**src/design/clpr_consts.vh**
```
/*
 * offsets, field positions, reset values and encodings of the
 * cache lock and partition register bank.
 * assumes: included by the bank module, its property checker and its bench, byte addresses on a 32-bit bus.
 */
`ifndef CLPR_CONSTS_VH
`define CLPR_CONSTS_VH

// byte offsets, each 64-bit register spans two words (low word first)
`define CLPR_OFS_WAYS        12'hc00
`define CLPR_OFS_REGION_TWO_START_ADDR       12'hc18
`define CLPR_OFS_REGION_THREE_START_ADDR       12'hc20
`define CLPR_OFS_IO_MASK     12'hc28
`define CLPR_OFS_DMA_MASK    12'hc30
`define CLPR_OFS_COH_LOW     12'hc38
`define CLPR_OFS_COH_HIGH    12'hc40
`define CLPR_OFS_PART0       12'hc48
`define CLPR_OFS_PART1       12'hc50

// base register layout
`define CLPR_VALID_BIT       63
`define CLPR_ADDR_MSB        51
`define CLPR_BASE_RW_MASK    64'h800f_ffff_ffff_ffff

// reset values
`define CLPR_BASE_RST        64'h0000_0000_0000_0000
`define CLPR_MASK32_RST      32'h0000_0000
`define CLPR_MASK64_RST      64'h0000_0000_0000_0000
`define CLPR_PART_RST        64'hffff_ffff_ffff_ffff
`define CLPR_WAYS_RST        4'h0

// requester classes on the allocation query port
`define CLPR_CLS_IO          2'h0
`define CLPR_CLS_DMA         2'h1
`define CLPR_CLS_COH         2'h2

`endif

```
**src/design/clpr_bank.v**
```verilog
/*
 * cache lock and partition configuration bank with an ahb-lite slave
 * and a registered allocation query port.
 * assumes: single word transfers only, one master, hnonsec from an ahb5
 * style fabric, allocation query inputs synchronous to hclk.
 */
// Design decision made here: register access over AHB-Lite.
`timescale 1ns/1ps
`include "clpr_consts.vh"

module clpr_bank #(
   parameter ID_W = 7
) (
   input  wire              hclk,
   input  wire              hresetn,
   input  wire              hsel,
   input  wire [31:0]       haddr,
   input  wire [1:0]        htrans,
   input  wire              hwrite,
   input  wire [2:0]        hsize,
   input  wire [31:0]       hwdata,
   input  wire              hready,
   input  wire              hnonsec,
   output reg  [31:0]       hrdata,
   output reg               hreadyout,
   output reg               hresp,
   input  wire              alloc_valid,
   input  wire [1:0]        alloc_class,
   input  wire [ID_W-1:0]   alloc_id,
   output reg               alloc_rsp_valid,
   output reg               alloc_to_lock,
   output reg               part0_allow,
   output reg               part1_allow,
   output reg  [15:0]       locked_way_mask,
   output reg               region_two_valid_flag,
   output reg  [51:0]       region_two_start_addr,
   output reg               region_three_valid_flag,
   output reg  [51:0]       region_three_start_addr
);

   // register storage
   reg  [3:0]   ways_reg;
   reg  [63:0]  region_two_start_addr_reg;
   reg  [63:0]  region_three_start_addr_reg;
   reg  [31:0]  io_mask_reg;
   reg  [31:0]  dma_mask_reg;
   reg  [63:0]  coh_low_reg;
   reg  [63:0]  coherent_lock_bits_high;
   reg  [63:0]  partition_zero_allow_bits;
   reg  [63:0]  partition_one_allow_bits;

   // captured address phase
   reg          wr_pend_reg;
   reg          rd_pend_reg;
   reg  [11:0]  addr_reg;
   reg          sec_reg;

   wire         take;
   wire [11:0]  wofs;

   // merge a word into one half of a 64-bit register
   function [63:0] put_half;
      input [63:0] old;
      input        hi;
      input [31:0] d;
      begin
         put_half = hi ? {d, old[31:0]} : {old[63:32], d};
      end
   endfunction

   // only the encodings of 1, 2, 4, 8 and 12 ways are accepted
   function legal_ways;
      input [3:0] w;
      begin
         legal_ways = (w == 4'h1) || (w == 4'h2) || (w == 4'h4) ||
                      (w == 4'h8) || (w == 4'hc);
      end
   endfunction

   // 64-bit register (8-byte) aligned offset with the half select dropped
   function [11:0] reg_base;
      input [11:0] a;
      begin
         reg_base = {a[11:3], 3'h0};
      end
   endfunction

   // secure-only register decode
   function sec_only;
      input [11:0] a;
      begin
         sec_only = (reg_base(a) == `CLPR_OFS_WAYS) || (reg_base(a) == `CLPR_OFS_REGION_TWO_START_ADDR) ||
                    (reg_base(a) == `CLPR_OFS_REGION_THREE_START_ADDR) || (reg_base(a) == `CLPR_OFS_IO_MASK);
      end
   endfunction

   // read mux, reserved bits and blocked secure reads give zero
   function [31:0] rd_word;
      input [11:0] a;
      input        sec;
      reg   [63:0] v;
      begin
         v = 64'h0;
         case (reg_base(a))
            `CLPR_OFS_WAYS:     v = {60'h0, ways_reg};
            `CLPR_OFS_REGION_TWO_START_ADDR:    v = region_two_start_addr_reg & `CLPR_BASE_RW_MASK;
            `CLPR_OFS_REGION_THREE_START_ADDR:    v = region_three_start_addr_reg & `CLPR_BASE_RW_MASK;
            `CLPR_OFS_IO_MASK:  v = {32'h0, io_mask_reg};
            `CLPR_OFS_DMA_MASK: v = {32'h0, dma_mask_reg};
            `CLPR_OFS_COH_LOW:  v = coh_low_reg;
            `CLPR_OFS_COH_HIGH: v = coherent_lock_bits_high;
            `CLPR_OFS_PART0:    v = partition_zero_allow_bits;
            `CLPR_OFS_PART1:    v = partition_one_allow_bits;
            default:            v = 64'h0;
         endcase
         if (sec_only(a) && !sec)
            v = 64'h0;
         rd_word = a[2] ? v[63:32] : v[31:0];
      end
   endfunction

   assign take    = hsel & hready & htrans[1];
   assign wofs    = reg_base(addr_reg);

   // ahb slave control: writes are zero-wait, reads insert one wait state
   // so that hrdata comes straight from a flop and sees any write just done
   always @(posedge hclk or negedge hresetn) begin
      if (!hresetn) begin
         wr_pend_reg <= 1'b0;
         rd_pend_reg <= 1'b0;
         addr_reg    <= 12'h000;
         sec_reg     <= 1'b0;
         hreadyout   <= 1'b1;
         hresp       <= 1'b0;
         hrdata      <= 32'h0000_0000;
      end else begin
         hresp <= 1'b0;                  // always okay
         if (rd_pend_reg) begin
            hrdata      <= rd_word(addr_reg, sec_reg);
            hreadyout   <= 1'b1;
            rd_pend_reg <= 1'b0;
         end else if (hreadyout) begin
            wr_pend_reg <= take & hwrite;
            rd_pend_reg <= take & ~hwrite;
            hreadyout   <= ~(take & ~hwrite);
            if (take) begin
               addr_reg <= haddr[11:0];
               sec_reg  <= ~hnonsec;
            end
         end
      end
   end

   // next register values: hold by default, take the data-phase word of an
   // accepted write; a blocked secure write leaves every register untouched
   reg  [3:0]   ways_next;
   reg  [63:0]  region_two_start_addr_next;
   reg  [63:0]  region_three_start_addr_next;
   reg  [31:0]  io_mask_next;
   reg  [31:0]  dma_mask_next;
   reg  [63:0]  coh_low_next;
   reg  [63:0]  coherent_lock_bits_high_next;
   reg  [63:0]  partition_zero_allow_bits_next;
   reg  [63:0]  partition_one_allow_bits_next;
   reg          wr_ok;

   // write decode in the data phase, where hwdata stands
   always @* begin
      ways_next                      = ways_reg;
      region_two_start_addr_next                     = region_two_start_addr_reg;
      region_three_start_addr_next                     = region_three_start_addr_reg;
      io_mask_next                   = io_mask_reg;
      dma_mask_next                  = dma_mask_reg;
      coh_low_next                   = coh_low_reg;
      coherent_lock_bits_high_next   = coherent_lock_bits_high;
      partition_zero_allow_bits_next = partition_zero_allow_bits;
      partition_one_allow_bits_next  = partition_one_allow_bits;
      wr_ok                          = wr_pend_reg && (sec_reg || !sec_only(addr_reg));
      if (wr_ok) begin
         case (wofs)
            `CLPR_OFS_WAYS:
               if (!addr_reg[2] && legal_ways(hwdata[3:0]))
                  ways_next = hwdata[3:0];
            `CLPR_OFS_REGION_TWO_START_ADDR:
               region_two_start_addr_next = put_half(region_two_start_addr_reg, addr_reg[2], hwdata) & `CLPR_BASE_RW_MASK;
            `CLPR_OFS_REGION_THREE_START_ADDR:
               region_three_start_addr_next = put_half(region_three_start_addr_reg, addr_reg[2], hwdata) & `CLPR_BASE_RW_MASK;
            `CLPR_OFS_IO_MASK:
               if (!addr_reg[2])
                  io_mask_next = hwdata;
            `CLPR_OFS_DMA_MASK:
               if (!addr_reg[2])
                  dma_mask_next = hwdata;
            `CLPR_OFS_COH_LOW:
               coh_low_next = put_half(coh_low_reg, addr_reg[2], hwdata);
            `CLPR_OFS_COH_HIGH:
               coherent_lock_bits_high_next = put_half(coherent_lock_bits_high, addr_reg[2], hwdata);
            `CLPR_OFS_PART0:
               partition_zero_allow_bits_next = put_half(partition_zero_allow_bits, addr_reg[2], hwdata);
            `CLPR_OFS_PART1:
               partition_one_allow_bits_next = put_half(partition_one_allow_bits, addr_reg[2], hwdata);
            default: ;
         endcase
      end
   end

   // register flops, loaded every cycle from the next values
   always @(posedge hclk or negedge hresetn) begin
      if (!hresetn) begin
         ways_reg                  <= `CLPR_WAYS_RST;
         region_two_start_addr_reg                 <= `CLPR_BASE_RST;
         region_three_start_addr_reg                 <= `CLPR_BASE_RST;
         io_mask_reg               <= `CLPR_MASK32_RST;
         dma_mask_reg              <= `CLPR_MASK32_RST;
         coh_low_reg               <= `CLPR_MASK64_RST;
         coherent_lock_bits_high   <= `CLPR_MASK64_RST;
         partition_zero_allow_bits <= `CLPR_PART_RST;
         partition_one_allow_bits  <= `CLPR_PART_RST;
      end else begin
         ways_reg                  <= ways_next;
         region_two_start_addr_reg                 <= region_two_start_addr_next;
         region_three_start_addr_reg                 <= region_three_start_addr_next;
         io_mask_reg               <= io_mask_next;
         dma_mask_reg              <= dma_mask_next;
         coh_low_reg               <= coh_low_next;
         coherent_lock_bits_high   <= coherent_lock_bits_high_next;
         partition_zero_allow_bits <= partition_zero_allow_bits_next;
         partition_one_allow_bits  <= partition_one_allow_bits_next;
      end
   end

   // selected requester's lock bit for the query
   reg          lock_bit;
   reg          coh_low_id;
   always @* begin
      coh_low_id = (alloc_id[ID_W-1:6] == {(ID_W-6){1'b0}});
      case (alloc_class)
         `CLPR_CLS_IO:  lock_bit = (alloc_id[ID_W-1:5] == {(ID_W-5){1'b0}}) & io_mask_reg[alloc_id[4:0]];
         `CLPR_CLS_DMA: lock_bit = (alloc_id[ID_W-1:5] == {(ID_W-5){1'b0}}) & dma_mask_reg[alloc_id[4:0]];
         `CLPR_CLS_COH: lock_bit = coh_low_id ? coh_low_reg[alloc_id[5:0]]
                                              : coherent_lock_bits_high[alloc_id[5:0]];
         default:       lock_bit = 1'b0;
      endcase
   end

   // way count as a mask of the low ways, zero until a legal count is set
   function [15:0] way_mask;
      input [3:0] w;
      begin
         case (w)
            4'h1:    way_mask = 16'h0001;
            4'h2:    way_mask = 16'h0003;
            4'h4:    way_mask = 16'h000f;
            4'h8:    way_mask = 16'h00ff;
            4'hc:    way_mask = 16'h0fff;
            default: way_mask = 16'h0000;
         endcase
      end
   endfunction

   // registered query answer and exported region settings; partition
   // permission speaks only of new allocations, hits never consult it
   always @(posedge hclk or negedge hresetn) begin
      if (!hresetn) begin
         alloc_rsp_valid         <= 1'b0;
         alloc_to_lock           <= 1'b0;
         part0_allow             <= 1'b0;
         part1_allow             <= 1'b0;
         locked_way_mask         <= 16'h0000;
         region_two_valid_flag   <= 1'b0;
         region_two_start_addr   <= 52'h0;
         region_three_valid_flag <= 1'b0;
         region_three_start_addr <= 52'h0;
      end else begin
         alloc_rsp_valid <= alloc_valid;
         alloc_to_lock   <= alloc_valid & lock_bit & (ways_reg != 4'h0) &
                            (region_two_start_addr_reg[`CLPR_VALID_BIT] | region_three_start_addr_reg[`CLPR_VALID_BIT]);
         part0_allow     <= alloc_valid & (alloc_class == `CLPR_CLS_COH) & coh_low_id &
                            partition_zero_allow_bits[alloc_id[5:0]];
         part1_allow     <= alloc_valid & (alloc_class == `CLPR_CLS_COH) & coh_low_id &
                            partition_one_allow_bits[alloc_id[5:0]];
         locked_way_mask <= way_mask(ways_reg);
         // clearing valid keeps the stored base untouched
         region_two_valid_flag   <= region_two_start_addr_reg[`CLPR_VALID_BIT];
         region_two_start_addr   <= region_two_start_addr_reg[`CLPR_ADDR_MSB:0];
         region_three_valid_flag <= region_three_start_addr_reg[`CLPR_VALID_BIT];
         region_three_start_addr <= region_three_start_addr_reg[`CLPR_ADDR_MSB:0];
      end
   end

endmodule

```
**config.mk**
```make
export PLATFORM = sky130hd
export DESIGN_NAME = clpr_bank
export DESIGN_NICKNAME = d
export VERILOG_FILES = /design/src/design/clpr_bank.v
export VERILOG_INCLUDE_DIRS = /design/src /design/src/design
export SDC_FILE = /design/constraint.sdc
export NUM_CORES = 1
export LEC_CHECK = 0
export BUFFER_PORTS_ARGS = -buffer_cell sky130_fd_sc_hd__buf_4
export CAP_MARGIN = 10
export CELL_PAD_IN_SITES_DETAIL_PLACEMENT = 1
export CELL_PAD_IN_SITES_GLOBAL_PLACEMENT = 1
export CORE_ASPECT_RATIO = 1.75
export CORE_MARGIN = 3
export CORE_UTILIZATION = 45
export DETAILED_ROUTE_END_ITERATION = 8
export PLACE_DENSITY_LB_ADDON = 0.3
export SETUP_SLACK_MARGIN = 0.05
export SLEW_MARGIN = 10
export SYNTH_ARGS = -nofsm -noshare
export SYNTH_HDL_FRONTEND = slang
export SYNTH_SLANG_ARGS = --single-unit
```
**constraint.sdc**
```tcl
create_clock -name hclk -period 2.6 [get_ports hclk]
set_clock_uncertainty 0.15 [all_clocks]
set_input_delay 0.52 -clock hclk [delete_from_list [all_inputs] [get_ports hclk]]
set_output_delay 0.52 -clock hclk [all_outputs]
set_load 0.01 [all_outputs]
```
Yosys cells after proc, flatten, opt, wreduce, memory -nomap -nowiden
Index checks and enable logic that the tools add are counted.
Operators by class
  multipliers: 0
  bitwise gates (word level): 20
  order comparisons: 2
  divide/modulo/power cells: 0
  multiplexer cells: 22
  reduce and logical (&&, ||, !) cells: 34
  $add $sub $neg: 0
  eq/ne operators: 21
  shift-type cells: 0
Operator list (number)
  $pmux W64 S9: 1
  $eq A9 B9 Y1 const B: 9
  $mux W64: 1
  $pmux W12 S5: 1
  $reduce_and A3 Y1: 16
  $mux W32: 1
  $bmux W1 S6: 4
  $eq A4 B4 Y1 const B: 4
  $and A1 B1 Y1: 13
  $mux W1: 11
  $bmux W1 S5: 2
  $eq A4 B1 Y1 const B: 2
  $eq A4 B2 Y1 const B: 2
  $eq A4 B3 Y1 const B: 2
  $logic_or A1 B1 Y1: 8
  $lt A6 B7 Y1 const B: 1
  $lt A5 B6 Y1 const B: 1
  $not A1 Y1: 6
  $logic_not A2 Y1: 2
  $reduce_bool A4 Y1: 1
  $logic_and A1 B1 Y1: 3
  $logic_not A1 Y1: 3
  $pmux W1 S3: 1
  $eq A2 B1 Y1 const B: 1
  other kinds (3): 3
Word-level totals
  output and inout bits: 160
  memories kept: 0
  input port bits: 85
  RAM bits: 0
  flip-flop bits (word level): 604
  memory bits (read-only): 0
  word-level logic and storage cells: 129
  bits in latches: 0

Logic depth before layout (Yosys ltp)
  word-level depth: 8
  mapped depth: 11
  depth with buffers taken out: 7

Least setup slack after synthesis
OpenSTA, ideal clock, no wires.
  path type: in2reg
  start point: in alloc_id[0]
  end point: reg alloc_to_lock
  setup time: 0.118 ns
  data arrival time: 2.548 ns
  path buffers: 3
  data required time: 2.332 ns
  stages: 9
  path slack: -0.216 ns
  cells stage by stage: buf_4 -> buf_4 -> buf_2 -> mux4_2 -> a2111oi_0 -> nor3b_1 -> nand4_1 -> o2111ai_1 -> a21o_1
Between the ends
  word-level cells in the longest chain between the ends: 7
  elaborated cells on any way between the ends: 15
  those cells by class: 10 x mux; 5 x bitwise
RTL lines
  start: declaration: RTL line clpr_bank.v:29  | input wire [ID_W-1:0] alloc_id,
  $bmux W1 S6, or another cell as far along: RTL line clpr_bank.v:240  | `CLPR_CLS_COH: lock_bit = coh_low_id ? coh_low_reg[alloc_id[5:0]]
  $mux W1 (on tied branches)
  $mux W1, or another cell as far along: RTL line clpr_bank.v:240
  $pmux W1 S3 *: RTL line clpr_bank.v:237  | case (alloc_class)
  $and A1 B1 Y1 * (3 in a row): RTL line clpr_bank.v:276  | alloc_to_lock <= alloc_valid & lock_bit & (ways_reg != 4'h0) &
  end signal: assignment: RTL line clpr_bank.v:276
  end: declaration: RTL line clpr_bank.v:31  | output reg alloc_to_lock,
Every way passes the cells marked *; elsewhere a longest branch is shown, timed or not. The select of a mux whose other input is x is not followed.
A chain may end at the register's enable or synchronous reset.

Worst setup path in the final report
  start point: reg addr_reg[10]
  end point: reg hrdata[23]
Between the ends
  word-level cells in the longest chain between the ends: 7
  elaborated cells on any way between the ends: 16
  those cells by class: 9 x eq/ne; 3 x mux; 4 x reduce/logical
RTL lines
  start: declaration: RTL line clpr_bank.v:55  | reg [11:0] addr_reg;
  start signal: assignment: RTL line clpr_bank.v:147  | addr_reg <= haddr[11:0];
  parallel branches: the longest is 5 deep, another holds $pmux W64 S9
  $mux W64 *: RTL line clpr_bank.v:116  | if (sec_only(a) && !sec)
  $mux W32 *: RTL line clpr_bank.v:118  | rd_word = a[2] ? v[63:32] : v[31:0];
  end signal: assignment: RTL line clpr_bank.v:139  | hrdata <= rd_word(addr_reg, sec_reg);
  end: declaration: RTL line clpr_bank.v:24  | output reg [31:0] hrdata,
Every way passes the cells marked *.

==> key figures <==
Worst setup path
  • CP peak stage delay: 0.80 ns
  • Endpoint kind of the worst setup timing path: flop
  • Slowest cell on the critical path: a222oi_1
  • Max FO, Critical Path: 13
  • Setup Crit Path Kind: flop to flop
  • Worst path required time: 2.95 ns
  • Worst Path Arrival: 3.38 ns
  • Most frequent cell on the critical path: buf_12
  • Startpoint types: flop
  • Critical Path, Cell by Cell: or4b_4, buf_6, nor4_4, buf_4, buf_12, buf_12, buf_12, a222oi_1, nand3_1, a32o_1
  • R2R depth: 10

Logic synthesis
  • Register area share after synthesis: 53.79%
  • Post-synthesis cell type count: 61
  • Number of flops mapped to enable cells by yosys: 0
  • Cell taking the most area after synthesis: dfrtp_1
  • Synth Flop Type: dfrtp_1
  • Synth Cell Area: 27800 um^2
  • Ys Warns: 0
  • Synthesized netlist cell count: 1902
  • Flip-flop and latch count after synthesis: 591
  • Share of the synthesized area in the top cell type: 41.59%
  • Mapped Avg Cell Area: 14.61 um^2
  • Asr flop ratio synth: 100.0%
  • Synth top area cells: dfrtp_1, mux2_4, dfstp_2, mux4_2, mux2_1

Pwr
  • Pint: 15.19 mW
  • Leak pwr: 16.36 nW
  • Switching fraction of total power: 27.18%
  • Psw: 5.668 mW
  • Sequential power share: 46.0%
  • Clock share of power: 40.9%
  • Combinational power share: 13.1%
  • Pwr Density: 578.0 nW/um^2
  • Worst VDD drop: 502.6 uV

Global route
  • Gr usage total: 31.95%
  • Vias in the first global route: 21790
  • Global-route wire length before repair: 154200 um
  • Remaining Overflow, GRT: 0
  • Largest net degree at the start of global routing: 65
  • Initial antenna violation count: 1

Clocking
  • Clk slew on worst S/H paths: 0.07 ns
  • Cts bufs inserted: 55
  • Root Buffer: clkbuf_16
  • Clock Path Buffers: 3
  • TritonCTS clock tree: built
  • # clock sinks: 591
  • Later-pin clock latency in the skew report: 0.63 ns
  • H-tree lvl count: 2

Finish
  • Nets: 2373
  • Fin cells: 3121
  • Most frequent cells in the layout: dfrtp_1, buf_4, mux2_4
  • Fillcell total: 5585
  • Antenna Cells: 0
  • Register area: 14950 um^2
  • Multi-input logic area: 12540 um^2
  • Synth-to-layout area growth: 29.80%
  • Commonest non-fill, non-tap cell in the layout: dfrtp_1
  • Final Core Density: 59.54%
  • Layout cells sized above 1: 55.42%

Placed design
  • Placed Instances: 2915
  • Count of input and output buffers: 213
  • Final HPWL DP: 68750 um
  • RD Place Congestion: 0.9113

Timing
  • Fin worst setup slack: -0.4372 ns
  • Max-Slew Margin vs Limit: 40.44%
  • Max Transition Viols Final: 0
  • Final hold viol count: 0
  • RSZ-0062 raised after global routing: yes
  • Final Cycle Share: 116.8%
  • Worst Tran Pin Value: 0.8709 ns
  • Final setup fails: 463
  • Final min period: 3.037 ns
  • Peak Freq: 0.3292 GHz

Worst hold path
  • Worst hold path cell count: 3
  • Hold Path Class: primary input to flop

Drt
  • Antenna Nets Post-Route: 0
  • Vias: 20050
  • WL/cell: 35.07 um
  • Iteration-0 DRC Markers: 1894
  • First drt pass iteration count: 6
  • Met1 WL: 38810 um
  • Vias per Instance: 6.424
  • WL final: 109500 um
  • # DRC: 0
  • DR top layer: met5
  • WL met2: 54290 um
  • Wire length on met3: 7040 um

Die
  • Initial Utilization: 45.87%
  • Die height: 334.8 um
  • Core area: 60600 um^2
  • Top Ports: 245
  • Core Rows: 119
  • Die Width: 193.9 um
  • Die area: 64900 um^2

Status
  • Failing checks: negative setup slack
  • Outcome: finished with violations

Job
  • Maxcap violations: 0
-- routing by layer --
metal	vias to the layer above	GRT usage, %
li1	7933	-
met1	10680	37.47
met5	-	0
met3	366	4.794
met4	2	21.12
met2	1066	54.69
-- stage by stage --
stage                     power, mW  hold WS (ns)  area, um^2  TNS [ns]  setup WS [ns]
after floorplan               10.81       0.07441       28020    -2.549       -0.04984
after global placement        12.05        0.2263       31710    -68.64        -0.3672
after detailed placement      12.14        0.2301       31710   -109.38        -0.4102
after CTS                     20.84       0.03819       35390    -71.48        -0.2481
after global routing          21.48       0.09410       36080   -120.17        -0.4292
final                         20.85       0.08868       36080   -108.51        -0.4372
-- power groups by stage --
| stage | Sequential [mW] | Clock [mW] | Combinational (mW) |
|---|---|---|---|
| after floorplan | 9.66 | 0 | 1.15 |
| after global placement | 9.71 | 0 | 2.34 |
| after detailed placement | 9.73 | 0 | 2.41 |
| after CTS | 9.57 | 8.66 | 2.60 |
| after global routing | 9.59 | 9.05 | 2.84 |
| final | 9.58 | 8.54 | 2.73 |
-- layout make-up --
| class | count | area share (%) |
|---|---|---|
| Sequential cell | 591 | 41.44 |
| Multi-Input combinational cell | 1132 | 34.77 |
| Timing Repair Buffer | 503 | 15.82 |
| Clock buffer | 77 | 4.321 |
| Tap cell | 786 | 2.726 |
| Clock inverter | 27 | 0.8670 |
| Inverter | 5 | 0.05202 |
-- kinds of logic after synthesis --
group,after synthesis,synth area share (%)
AOI/OAI and AO/OA,301,8.220
muxes,547,28.75
and+or+nand+nor,278,5.447
buffers and inverters,183,3.750
xor gates and xnor gates,1,0.03152
other,1,0.01349
DFF,591,53.79
-- Yosys cell counts (19+ instances only) --
library cell and number:
mux2_2 82, buf_6 28, mux2_1 119, clkbuf_1 73, a22oi_1 81, buf_2 50, buf_4 22, o21ai_0 23
mux2i_1 21, mux4_2 85, mux2_4 240, a32o_1 23, a222oi_1 19, nand4_1 25, nand2_1 90, dfstp_2 129
nand3_1 54, or2_2 20, dfrtp_1 462, a21oi_1 54
-- worst max-delay path: cells and delay by family, from the launching register on --
kind                   cells  cell delay, ns
flip-flops                 1            0.39
AND/OR/NAND/NOR            3            0.50
AO/OA/AOI/OAI              2            1.13
buffers and inverters      5            0.75
-- worst paths after layout --
kind	start	endpoint	slack [ns]
setup / recovery	addr_reg[10]$_DFFE_PN0P_	hrdata[23]$_DFFE_PN0P_	-0.44
hold / removal	hready	rd_pend_reg$_DFF_PN0_	0.09
hold reg to reg	region_three_start_addr_reg[36]$_DFFE_PN0P_	region_three_start_addr[36]$_DFF_PN0_	0.25
setup reg to reg	addr_reg[10]$_DFFE_PN0P_	hrdata[23]$_DFFE_PN0P_	-0.44
min in group asynchronous	hresetn	region_two_start_addr_reg[30]$_DFFE_PN0P_	0.34
max in group asynchronous	hresetn	partition_zero_allow_bits[15]$_DFFE_PN1P_	1.05
-- what timing repair did --
| item | in CTS | in global routing |
|---|---|---|
| setup buffers | 46 | 13 |
| pin swaps | 73 | 69 |
| endpoints found under the hold margin | 45 | 0 |
| hold buffers | 14 | 0 |
| resized for setup | 166 | 102 |
| setup endpoints to repair | 462 | 463 |
| gates cloned | 22 | 13 |
Power figures use the tool's default switching activity.
